$ cat src/agc_consts.vh
// Purpose: constants for the gain control loop block
// Assumes: byte wide registers, 8-bit register address
// Notes:   counts are in channel filter samples
`ifndef AGC_CONSTS_VH
`define AGC_CONSTS_VH
// ----------------------------------------
// register map
// ----------------------------------------
`define AGC_SETUP_ADDR      8'h1c
`define AGC_STATUS_ADDR     8'h3e
`define AGC_SETUP_RESET     8'h91
// ----------------------------------------
// field positions in agc_loop_setup
// ----------------------------------------
`define AGC_DEADBAND_HI     7
`define AGC_DEADBAND_LO     6
`define AGC_WAIT_HI         5
`define AGC_WAIT_LO         4
`define AGC_HOLD_HI         3
`define AGC_HOLD_LO         2
`define AGC_FILT_HI         1
`define AGC_FILT_LO         0
// ----------------------------------------
// gain hold settings
// ----------------------------------------
`define AGC_HOLD_NONE       2'h0
`define AGC_HOLD_SYNC       2'h1
`define AGC_HOLD_ANALOG     2'h2
`define AGC_HOLD_BOTH       2'h3
// ----------------------------------------
// timing and dead zones
// ----------------------------------------
`define AGC_WAIT_0          6'h08
`define AGC_WAIT_1          6'h10
`define AGC_WAIT_2          6'h18
`define AGC_WAIT_3          6'h20
`define AGC_AVG_BASE_SHIFT  3
`define AGC_OOK_AVG_SEL     2'h1
`define AGC_OOK_STEP_DB     5'h04
`define AGC_GAIN_MAX        3'h7
`define AGC_DZ0_LO          10'h001
`define AGC_DZ0_HI          10'h001
`define AGC_DZ1_LO          10'h001
`define AGC_DZ1_HI          10'h002
`define AGC_DZ2_LO          10'h002
`define AGC_DZ2_HI          10'h004
`define AGC_DZ3_LO          10'h002
`define AGC_DZ3_HI          10'h008
`endif

$ cat src/agc_loop.v
// Purpose: automatic gain control loop with its setup register
// Assumes: sample inputs come from logic on ref_clk
// Notes:   magnitudes are treated as linear 8-bit values
//
// Notes on behaviour
// - two-bit dead zone select, reset 2, widens dead zone around target
// - after each gain step skip 8, 16, 24 or 32 samples; reset 16
// - hold setting 0 adjusts gain whenever the loop asks
// - hold setting 1 freezes gain once a sync word is found
// - hold setting 2 freezes analogue gain, digital gain keeps moving
// - hold setting 3 freezes both gains, allowing manual override
// - FSK and MSK: average amplitude over 8, 16, 32 or 64 samples
// - OOK and ASK: same field selects decision boundary 4 to 16 dB
`timescale 1ns/1ps
`include "agc_consts.vh"
module agc_loop
(
  input  wire       ref_clk,
  input  wire       rst_b,
  input  wire [7:0] reg_addr,
  input  wire [7:0] reg_wdata,
  input  wire       reg_wr,
  input  wire       reg_rd,
  output reg  [7:0] reg_rdata,
  input  wire       sample_valid,
  input  wire [7:0] sample_mag,
  input  wire [7:0] magn_target,
  input  wire       ook_mode,
  input  wire       sync_found,
  input  wire       rx_restart,
  input  wire       manual_load,
  input  wire [2:0] manual_analog_gain,
  input  wire [2:0] manual_digital_gain,
  output reg  [2:0] analog_gain,
  output reg  [2:0] digital_gain,
  output reg  [7:0] amp_avg,
  output reg  [4:0] ook_boundary_db,
  output reg        settling
);
  // ----------------------------------------
  // state
  // ----------------------------------------
  reg  [7:0]  setup_reg;
  reg         sync_seen_reg;
  reg  [5:0]  settle_cnt_reg;
  reg  [6:0]  acc_cnt_reg;
  reg  [13:0] acc_sum_reg;
  wire [1:0]  dz_sel   = setup_reg[`AGC_DEADBAND_HI:`AGC_DEADBAND_LO];
  wire [1:0]  wait_sel = setup_reg[`AGC_WAIT_HI:`AGC_WAIT_LO];
  wire [1:0]  hold_sel = setup_reg[`AGC_HOLD_HI:`AGC_HOLD_LO];
  wire [1:0]  filt_sel = setup_reg[`AGC_FILT_HI:`AGC_FILT_LO];
  // ----------------------------------------
  // register port
  // ----------------------------------------
  // a read in the cycle of a write returns the old value
  always @(posedge ref_clk)
  begin
    if (!rst_b)
    begin
      setup_reg <= `AGC_SETUP_RESET;
      reg_rdata <= 8'h00;
    end
    else
    begin
      if (reg_wr && reg_addr == `AGC_SETUP_ADDR)
        setup_reg <= reg_wdata;
      if (reg_rd)
      begin
        if (reg_addr == `AGC_SETUP_ADDR)
          reg_rdata <= setup_reg;
        else if (reg_addr == `AGC_STATUS_ADDR)
          reg_rdata <= {settling, sync_seen_reg, analog_gain, digital_gain};
        else
          reg_rdata <= 8'h00;
      end
    end
  end
  // ----------------------------------------
  // averaging and decision
  // ----------------------------------------
  // averaging length select
  // ook reception has no length field of its own, so a fixed length is used
  wire [1:0]  avg_sel   = ook_mode ? `AGC_OOK_AVG_SEL : filt_sel;
  wire [6:0]  avg_last  = (7'h08 << avg_sel) - 7'h01;
  // 64 samples of full scale still fit in 14 bits
  wire [13:0] sum_next  = acc_sum_reg + {6'h00, sample_mag};
  wire [13:0] avg_wide  = sum_next >> (`AGC_AVG_BASE_SHIFT + avg_sel);
  wire [7:0]  avg_now   = avg_wide[7:0];
  // ----------------------------------------
  // settle wait
  // ----------------------------------------
  reg  [5:0]  settle_len;
  always @*
  begin
    case (wait_sel)
      2'h0:
        settle_len = `AGC_WAIT_0;
      2'h1:
        settle_len = `AGC_WAIT_1;
      2'h2:
        settle_len = `AGC_WAIT_2;
      default:
        settle_len = `AGC_WAIT_3;
    endcase
  end
  // ----------------------------------------
  // dead zone
  // ----------------------------------------
  reg  [9:0]  dz_lo;
  reg  [9:0]  dz_hi;
  always @*
  begin
    case (dz_sel)
      2'h0:
      begin
        dz_lo = `AGC_DZ0_LO;
        dz_hi = `AGC_DZ0_HI;
      end
      2'h1:
      begin
        dz_lo = `AGC_DZ1_LO;
        dz_hi = `AGC_DZ1_HI;
      end
      2'h2:
      begin
        dz_lo = `AGC_DZ2_LO;
        dz_hi = `AGC_DZ2_HI;
      end
      default:
      begin
        dz_lo = `AGC_DZ3_LO;
        dz_hi = `AGC_DZ3_HI;
      end
    endcase
  end
  // compares are two bits wider so target plus dead zone cannot wrap
  wire too_strong = {2'h0, avg_now} > ({2'h0, magn_target} + dz_hi);
  wire too_weak   = ({2'h0, avg_now} + dz_lo) < {2'h0, magn_target};
  wire hold_all = (hold_sel == `AGC_HOLD_BOTH) || (hold_sel == `AGC_HOLD_SYNC && sync_seen_reg);
  wire hold_ana = hold_all || (hold_sel == `AGC_HOLD_ANALOG);
  wire block_end = sample_valid && settle_cnt_reg == 6'h00 && acc_cnt_reg == avg_last;
  // ----------------------------------------
  // gain loop
  // ----------------------------------------
  always @(posedge ref_clk)
  begin
    if (!rst_b)
    begin
      sync_seen_reg   <= 1'b0;
      settle_cnt_reg  <= 6'h00;
      acc_cnt_reg     <= 7'h00;
      acc_sum_reg     <= 14'h0000;
      analog_gain     <= `AGC_GAIN_MAX;
      digital_gain    <= `AGC_GAIN_MAX;
      amp_avg         <= 8'h00;
      ook_boundary_db <= `AGC_OOK_STEP_DB;
      settling        <= 1'b0;
    end
    else
    begin
      ook_boundary_db <= {3'h0, filt_sel} * `AGC_OOK_STEP_DB + `AGC_OOK_STEP_DB;
      // a sync event in the restart cycle still counts: set wins
      if (sync_found)
        sync_seen_reg <= 1'b1;
      else if (rx_restart)
        sync_seen_reg <= 1'b0;
      // registered flag, one cycle behind the counter
      settling <= settle_cnt_reg != 6'h00;
      if (sample_valid && settle_cnt_reg != 6'h00)
        settle_cnt_reg <= settle_cnt_reg - 6'h01;
      else if (sample_valid && !block_end)
      begin
        acc_sum_reg <= sum_next;
        acc_cnt_reg <= acc_cnt_reg + 7'h01;
      end
      else if (block_end)
      begin
        acc_sum_reg <= 14'h0000;
        acc_cnt_reg <= 7'h00;
        amp_avg     <= avg_now;
        // analogue stage first; digital only when analogue is held or at a limit
        // normal adjustment
        if (too_strong)
        begin
          if (!hold_ana && analog_gain != 3'h0)
          begin
            analog_gain    <= analog_gain - 3'h1;
            settle_cnt_reg <= settle_len;
          end
          else if (!hold_all && digital_gain != 3'h0)
          begin
            digital_gain   <= digital_gain - 3'h1;
            settle_cnt_reg <= settle_len;
          end
        end
        else if (too_weak)
        begin
          if (!hold_ana && analog_gain != `AGC_GAIN_MAX)
          begin
            analog_gain    <= analog_gain + 3'h1;
            settle_cnt_reg <= settle_len;
          end
          else if (!hold_all && digital_gain != `AGC_GAIN_MAX)
          begin
            digital_gain   <= digital_gain + 3'h1;
            settle_cnt_reg <= settle_len;
          end
        end
      end
      // last in the block so a manual load beats a loop step in the same cycle
      // manual override
      if (manual_load && hold_sel == `AGC_HOLD_BOTH)
      begin
        analog_gain  <= manual_analog_gain;
        digital_gain <= manual_digital_gain;
      end
    end
  end
endmodule

$ cat config.mk
export PLATFORM = sky130hd
export DESIGN_NAME = agc_loop
export DESIGN_NICKNAME = d
export VERILOG_FILES = /design/src/agc_loop.v
export VERILOG_INCLUDE_DIRS = /design/src
export SDC_FILE = /design/constraint.sdc
export NUM_CORES = 1
export LEC_CHECK = 0
export BUFFER_PORTS_ARGS = -buffer_cell sky130_fd_sc_hd__buf_2
export CORE_ASPECT_RATIO = 0.6
export CORE_MARGIN = 5
export CORE_UTILIZATION = 59
export CTS_BUF_LIST = sky130_fd_sc_hd__clkbuf_8
export DETAILED_ROUTE_END_ITERATION = 10
export GPL_TIMING_DRIVEN = 0
export PLACE_DENSITY = 0.83
export RECOVER_POWER = 50
export SLEW_MARGIN = 15
export SYNTH_ARGS = -nofsm -noshare
export SYNTH_HDL_FRONTEND = slang
export SYNTH_SLANG_ARGS = --single-unit
$ cat constraint.sdc
create_clock -name ref_clk -period 6.3 [get_ports ref_clk]
set_input_delay 0.63 -clock ref_clk [delete_from_list [all_inputs] [get_ports ref_clk]]
set_output_delay 0.63 -clock ref_clk [all_outputs]
set_load 0.05 [all_outputs]
# [Yosys cells after proc, flatten, opt, wreduce, memory -nomap -nowiden]
# Index checks and enable logic that the tools add are counted.
[op_classes] shifts=2 n_eq_ne=20 bitwise_logic=2 n_addsub=12 muxes=39 order_cmp=2 reduce_logical=37
[op_table] operator="$mux W3" n=18
[op_table] operator="$mux W6" n=9
[op_table] operator="$mux W14" n=2
[op_table] operator="$add A8 B10 Y10" n=2
[op_table] operator="$pmux W6 S3" n=1
[op_table] operator="$reduce_bool A3 Y1" n=6
[op_table] operator="$mux W8" n=2
[op_table] operator="$add A14 B8 Y14" n=1
[op_table] operator="$mux W7" n=2
[op_table] operator="$shr A14 B3 Y8" n=1
[op_table] operator="$pmux W4 S3" n=1
[op_table] operator="$logic_and A1 B1 Y1" n=11
[op_table] operator="$gt A8 B10 Y1" n=1
[op_table] operator="$lt A10 B8 Y1" n=1
[op_table] operator="$eq A2 B2 Y1 const B" n=4
[op_table] operator="$eq A8 B5 Y1 const B" n=1
[op_table] operator="$eq A8 B6 Y1 const B" n=1
[op_table] operator="$reduce_and A8 Y1" n=1
[op_table] operator="$reduce_bool A2 Y1" n=4
[op_table] operator="$add A7 B1 Y7 const B" n=1
[op_table] operator="$eq A7 B7 Y1" n=1
[op_table] operator="$shl A4 B2 Y7 const A" n=1
[op_table] operator="$sub A7 B1 Y7 const B" n=1
[op_table] operator="$add A3 B1 Y3 const B" n=2
[op_table] operator="other kinds (25)" n=39
[totals] output_inout_bits=28 elab_cells=125 regBits=64 inputBits=47

# [Logic depth before layout (Yosys ltp)]
# Gate-level depths: netlist of run 1.
[logic_depth] ltp_word=13 depth_mapped=24 ltp_nobuf=24

# [Worst setup path before layout of run 1]
# OpenSTA, ideal clock, no wires.
[synth_path] path_type="in2reg" from="input sample_mag[0]" to="register settle_cnt_reg[3]" path_slack_ns=1.011 cell_stages=23 n_path_buf=0 arrival_ns=5.231 setup_time_ns=0.058 t_required_ns=6.242 path_cell_list="ha_1 inv_1 fa_1 nand2b_1 a21oi_2 nor3_1 nor3_1 nor3_1 a21oi_1 inv_1 fa_1 nor4_4 nand2_2 xnor2_1 ha_1 a211oi_1 o211ai_1 a21o_1 or3b_2 a21oi_1 o21ai_1 nor3_1 o21a_1"
[synth_via] elab_chain_cells=7 word_cells_on_any_way=13 cone_classes="add/sub: 2; order compare: 2; eq/ne: 1; shift: 1; mux: 4; reduce/logical: 3"
[synth_lines] element="from (decl)" line="agc_loop.v:26" rtl="input wire [7:0] sample_mag,"
[synth_lines] element="$add A14 B8 Y14 (*)" line="agc_loop.v:86" rtl="wire [13:0] sum_next = acc_sum_reg + {6'h00, sample_mag};"
[synth_lines] element="$shr A14 B3 Y8 (*)" line="agc_loop.v:87" rtl="wire [13:0] avg_wide = sum_next >> (`AGC_AVG_BASE_SHIFT + avg_sel);"
[synth_lines] element="net avg_wide[1]" line="agc_loop.v:87"
[synth_lines] element="branches (longest 5 deep; another with $add A8 B10 Y10)"
[synth_lines] element="to (signal assigned)" line="agc_loop.v:170" rtl="settle_cnt_reg <= settle_cnt_reg - 6'h01;"
[synth_lines] element="to (signal assigned)" line="agc_loop.v:188" rtl="settle_cnt_reg <= settle_len;"
[synth_lines] element="to (signal assigned)" line="agc_loop.v:193" rtl="settle_cnt_reg <= settle_len;"
[synth_lines] element="to (decl)" line="agc_loop.v:45" rtl="reg [5:0] settle_cnt_reg;"
# Mark *: on every way through the listed nets, which the timed path passes. The select of a mux whose other input is x is not followed.
# A chain may end at the register's enable or synchronous reset.

# [Worst setup path after layout of run 1]
# Same ends and word-level chain as after synthesis.

==> qor.txt, run 1 <==
status: completed
GP Congestion: 0.9557
1st-pass router iterations: 5
peak supply drop: 131.8 µV
H-tree depth: 3
die footprint: 9802 µm²
Synth Instances: 593
Final ANT Viol Nets: 0
Final period util: 93.44%
placement-stage cell area: 5127 µm²
Max-cap violations: 0
Reg2Reg Depth: 24
clock sink total: 62
nets@finish: 762
Syn-to-layout area delta: 13.99%
combinational power share: 49.6%
Clock Power Share: 21.1%
Hold Path Class: reg2reg
Starting Density: 59.85%
min cycle time layout: 5.887 ns
Mean Syn Cell Area: 7.830 µm²
final WL: 13.50 mm
Yosys top cell by area: dfxtp_1
Post-synth EDFFs: 0
vias per cell: 6.052
RR Startpoint: acc_sum_reg[0]
part of the power in registers: 29.3%
CP arrival: 6.19 ns
top post-synthesis cells by area: dfxtp_1, ha_1, a21oi_1
Worst path max stage delay: 0.49 ns
Slew Viols, Final: 0
YS warnings: 0
reg2reg setup slack: 0.42 ns
unrepaired setup endpoints after global routing: no
final hold vios: 0
CTS tree: done
via count: 4763
post-route DRC violation count: 0
library cells used by synthesis: 78
Global Route Usage Sum: 27.14%
r2r endpoint: settle_cnt_reg[3]
final setup vio count: 0
Crit Path Category: in2reg
register area share after synthesis: 26.73%
antenna diode count: 0
internal cell power: 0.0009252 W
switching power: 0.0007239 W
largest net degree at the start of global routing: 12
ys async rst share: 0%
crit-path max FO: 6
most frequent CP cell: nor3_1
max reg flops: 14
cell family with most CP delay: simple AND/OR/NAND/NOR gates
final instance area: 5293 µm²
Worst-Margin Slew: 0.9504 ns
clk slew on worst S/H paths: 0.07 ns
PD cells: 311.6 nW/µm²
first-pass GRT wire length: 21.49 mm
Port Buffers: 69
Top Ports: 75
core outline area: 7757 µm²
Synth Cell Area: 4643 µm²
Clk Latency, worst-skew pair: 0.36 ns
CP Capture Type: flop
DR iter-0 viols: 482
CTS root buffer: clkbuf_8
Static Leak: 2.240 nW
switch share: 43.90%
CP Buf/Inv Count: 3
CP max-delay cell: or3b_2
Critical Path Source Type: input pin
initial antenna violation count: 0
post-detail-place hpwl: 10.55 mm
clock buffer depth: 2
FF+latch count, synth: 62
WHS: 0.4622 ns
vias in the first global route: 4484
row count: 25
share of layout cells above drive strength 1: 13.99%
die span in y: 78.72 µm
average wire per standard cell: 17.15 µm
end of the worst hold path: amp_avg[1]
ys flop type: dfxtp_1
CTS Buf Count: 9
Final Skew: 0.01203 ns
hold path depth: 2
Required @ worst endpoint: 6.61 ns
HP Start: amp_avg[1]
Yosys top cell area share: 26.73%
Slew headroom: 36.15%
die width: 124.5 µm
fmax: 169.9 MHz
GR Overflow Total: 0
## cells by family after synthesis
group / Yosys count / synth area share [%]
buffers and inverters: 66 / 5.686
other: 1 / 0.08076
and+or+nand+nor: 228 / 24.63
adders and majority gates: 41 / 11.86
xor gates and xnor gates: 25 / 4.877
AOI/OAI and AO/OA: 165 / 24.93
muxes: 5 / 1.213
DFF: 62 / 26.73
## worst max-delay path by stage
stage | from | to | slack [ns] | cells after the start
finish | sample_mag[0] | settle_cnt_reg[3] | 0.41 | 25
global route | acc_sum_reg[0] | settle_cnt_reg[3] | 0.02 | 24
CTS | sample_mag[0] | settle_cnt_reg[3] | 0.30 | 24
detailed placement | sample_mag[0] | settle_cnt_reg[3] | -0.03 | 24
global placement | sample_mag[0] | settle_cnt_reg[3] | 0.07 | 24
floorplan | sample_mag[0] | settle_cnt_reg[3] | 1.01 | 23
## worst min-delay path, delay by kind of cell (launching register included)
family          cells  cell delay [ns]
compound gates      1             0.05
flops               1             0.31
simple gates        1             0.05
## routing by layer
layer  track usage, %  wire length [µm]
met1            36.05              5902
met2            42.51              5654
met4            8.534               269
met5                0                 0
met3            8.333              1670
## final cells by class
type | count | area (µm²)
Buffer | 29 | 125.1
Multi-Input combinational cell | 466 | 3151
Timing Repair Buffer | 69 | 311.5
Inverter | 37 | 138.9
Tap cell | 108 | 135.1
Clock inverter | 7 | 66.31
Sequential cell | 62 | 1241
Fill cell | 714 | 2465
Clock buffer | 9 | 123.9
## cell usage in the layout (no fill, tap or decap), types with 11 or more instances in the layout
cell type   n
dfxtp_1    62
nor2_1     60
nand2_1    52
a21oi_1    50
clkbuf_1   48
buf_2      45
inv_1      37
ha_1       36
nor3_1     25
nand3_1    24
o21ai_0    19
a211oi_1   16
xor2_1     13
xnor2_1    11
## cell usage after synthesis (7+ instances only)
library cell / count
a211oi_1: 16
a21o_1: 9
a21oi_1: 51
a22oi_1: 9
a31oi_1: 9
and2_1: 8
clkbuf_1: 20
dfxtp_1: 62
ha_1: 36
inv_1: 36
nand2_1: 52
nand2b_1: 9
nand3_1: 24
nand4_1: 7
nor2_1: 60
nor3_1: 26
o21ai_0: 19
or3_1: 8
xnor2_1: 11
xor2_1: 13
## repair_timing
item / CTS / global route
gates resized for setup: 0 / 2
hold buffers: 0 / 0
setup buffers: 0 / 0
endpoints found under the setup margin: 0 / 4
## power groups by stage
| stage | logic (W) | registers, W | clock network (W) |
|---|---|---|---|
| after detailed placement | 0.000799 | 0.000488 | 0 |
| final | 0.000818 | 0.000483 | 0.000349 |
| after global placement | 0.000771 | 0.000484 | 0 |
| after floorplan | 0.000592 | 0.000498 | 0 |
| after CTS | 0.000807 | 0.000480 | 0.000350 |
| after global routing | 0.000912 | 0.000486 | 0.000372 |
## metrics by stage
stage	utilization [%]	cells	setup slack, ns	power [W]	TNS (ns)
5_1_grt	68.23	787	0.02278	0.001771	0
6_report	68.23	787	0.4134	0.001649	0
2_1_floorplan	-	594	1.011	0.001090	0
4_1_cts	68.55	787	0.3030	0.001637	0
3_3_place_gp	66.10	771	0.06903	0.001256	0
3_5_place_dp	66.10	771	-0.03454	0.001287	-0.03971
Power figures use the tool's default switching activity.
==> run 2, diff against run 1 <==
Settings changed: CORE_UTILIZATION 59 to 53, PLACE_DENSITY 0.83 to 0.79.
Clock period 6.3 ns to 4.85 ns, I/O delays scaled along.
==> run 2 against run 1 <==
  * Non-clock buffer count rose by 25
  * Worst hold slack got worse by 0.11 ns
  * Count of clock-buffer cells in the layout rose by 3
  * Setup slack got worse by 0.36 ns
  * Largest power group unchanged
==> qor.txt, run 2 (same netlist as run 1, synthesis figures left out) <==
die footprint: 10790 µm²
switching power: 0.0009905 W
Worst-Margin Slew: 0.7780 ns
final setup vio count: 0
TNS Setup: 0 ns
CTS Buf Count: 9
Final period util: 98.94%
PD cells: 401.2 nW/µm²
reg2reg setup slack: 0.05 ns
share of layout cells above drive strength 1: 22.93%
DR iter-0 viols: 504
Max-cap violations: 0
Reg2Reg Depth: 24
CTS root buffer: clkbuf_8
CP max-delay cell: fa_2
Clock Power Share: 18.2%
Placed Cells: 775
initial antenna violation count: 0
post-detail-place hpwl: 10.54 mm
Slew Viols, Final: 0
Crit Path Category: reg2reg
CP arrival: 5.08 ns
Slew headroom: 47.73%
Worst path max stage delay: 0.41 ns
row count: 26
Required @ worst endpoint: 5.13 ns
switch share: 42.97%
die width: 130.8 µm
Port Buffers: 69
CTS tree: done
combinational power share: 54.5%
post-route DRC violation count: 0
critical path, cell by cell: ha_4 -> inv_2 -> fa_2 -> nand2b_4 -> a21oi_4 -> nor3_4 -> nor3_2 -> nor3_2 -> a21oi_2 -> ha_2 -> inv_2 -> fa_2 -> nor4_4 -> nand2_2 -> xnor2_1 -> ha_2 -> o21ai_1 -> a21oi_1 -> a21o_1 -> buf_6 -> a41oi_4 -> o21ai_4 -> mux2_4 -> o211ai_2
final hold vios: 0
clk slew on worst S/H paths: 0.07 ns
unrepaired setup endpoints after global routing: yes
internal cell power: 0.001315 W
HP Start: sync_found
Final Non-Filler Cells: 814
fmax: 208.4 MHz
max reg flops: 14
Critical Path Source Type: flop
RR Startpoint: acc_sum_reg[0]
min cycle time layout: 4.798 ns
1st-pass router iterations: 5
vias in the first global route: 4712
GR Overflow Total: 0
die span in y: 82.50 µm
GP Congestion: 0.9173
status: completed
peak supply drop: 292.8 µV
end of the worst hold path: sync_seen_reg
part of the power in registers: 27.3%
Filler cells: 725
Hold Path Class: in2reg
Static Leak: 2.404 nW
Final Skew: 0.01160 ns
average wire per standard cell: 18.05 µm
H-tree depth: 3
r2r endpoint: digital_gain[1]
Top Ports: 75
via count: 5018
# hold bufs at CTS: 0
largest net degree at the start of global routing: 12
antenna diode count: 0
Starting Density: 54.48%
Clk Latency, worst-skew pair: 0.35 ns
crit-path max FO: 4
clock buffer depth: 2
clock sink total: 62
CP Capture Type: flop
first-pass GRT wire length: 22.36 mm
final WL: 14.69 mm
core outline area: 8523 µm²
vias per cell: 6.165
commonest non-fill, non-tap cells in the layout: dfxtp_1, nor2_1, nand2_1, clkbuf_1
Global Route Usage Sum: 26.38%
Syn-to-layout area delta: 23.74%
Final ANT Viol Nets: 0
hold path depth: 3
nets@finish: 787
commonest non-fill, non-tap cell in the layout: dfxtp_1
## run 2: timing repair
action                                  in CTS  in global routing
endpoints found under the hold margin        0                  0
resized for setup                           21                 41
setup buffers                                9                 16
pin swaps                                   12                 30
endpoints found under the setup margin      11                 11
## run 2: worst max-delay path by stage
stage	start	end	slack (ns)	cells past startpoint
floorplan	sample_mag[0]	settle_cnt_reg[3]	0.01	24
global placement	sample_mag[0]	analog_gain[2]	-0.93	20
detailed placement	sample_mag[0]	analog_gain[2]	-1.03	20
CTS	acc_sum_reg[0]	settle_cnt_reg[1]	0.02	24
global route	acc_sum_reg[0]	settle_cnt_reg[1]	-0.16	24
finish	acc_sum_reg[0]	digital_gain[1]	0.05	24
## run 2: power groups by stage
| stage | Clock [W] | Combinational, W | Sequential, W |
|---|---|---|---|
| floorplan | 0 | 0.000787 | 0.000647 |
| global placement | 0 | 0.000999 | 0.000631 |
| detailed placement | 0 | 0.00104 | 0.000634 |
| CTS | 0.000424 | 0.00113 | 0.000624 |
| global route | 0.000442 | 0.00137 | 0.000637 |
| finish | 0.000421 | 0.00126 | 0.000628 |
## run 2: area by class of cell
| cell class | count | area (µm²) | area share, % |
|---|---|---|---|
| Buffer | 29 | 135.1 | 2.352 |
| Clock buffer | 12 | 165.2 | 2.875 |
| Clock inverter | 2 | 8.758 | 0.1524 |
| Inverter | 37 | 141.4 | 2.461 |
| Multi-Input combinational cell | 466 | 3410 | 59.34 |
| Sequential cell | 62 | 1242 | 21.62 |
| Tap cell | 112 | 140.1 | 2.439 |
| Timing Repair Buffer | 94 | 503.0 | 8.754 |
## run 2: worst max-delay path: cells and delay by family, from the launching register on
family,cells,cell delay (ns)
adders and majority gates,5,1.47
AOI/OAI and AO/OA,8,1.37
and+or+nand+nor,6,0.77
DFF,1,0.34
muxes,1,0.33
buffers and inverters,3,0.25
xor gates and xnor gates,1,0.20
## run 2: stage by stage
stage	cell area (µm²)	util [%]	hold WS [ns]	worst slack [ns]	power [W]
2_1_floorplan	4681	-	0.4356	0.01378	0.001434
3_3_place_gp	5166	60.61	0.4447	-0.9286	0.001630
3_5_place_dp	5166	60.61	0.4547	-1.030	0.001673
4_1_cts	5485	64.36	0.3406	0.01726	0.002176
5_1_grt	5746	67.41	0.3561	-0.1581	0.002448
6_report	5746	67.41	0.3496	0.05165	0.002305
## run 2: metal layers
layer,vias up,GRT usage (%),part of all wire [%]
met1,2365,35.95,43
met2,281,41.56,45
li1,2333,-,-
met5,-,0,0
met4,0,8.111,1.7
met3,39,6.362,9.9
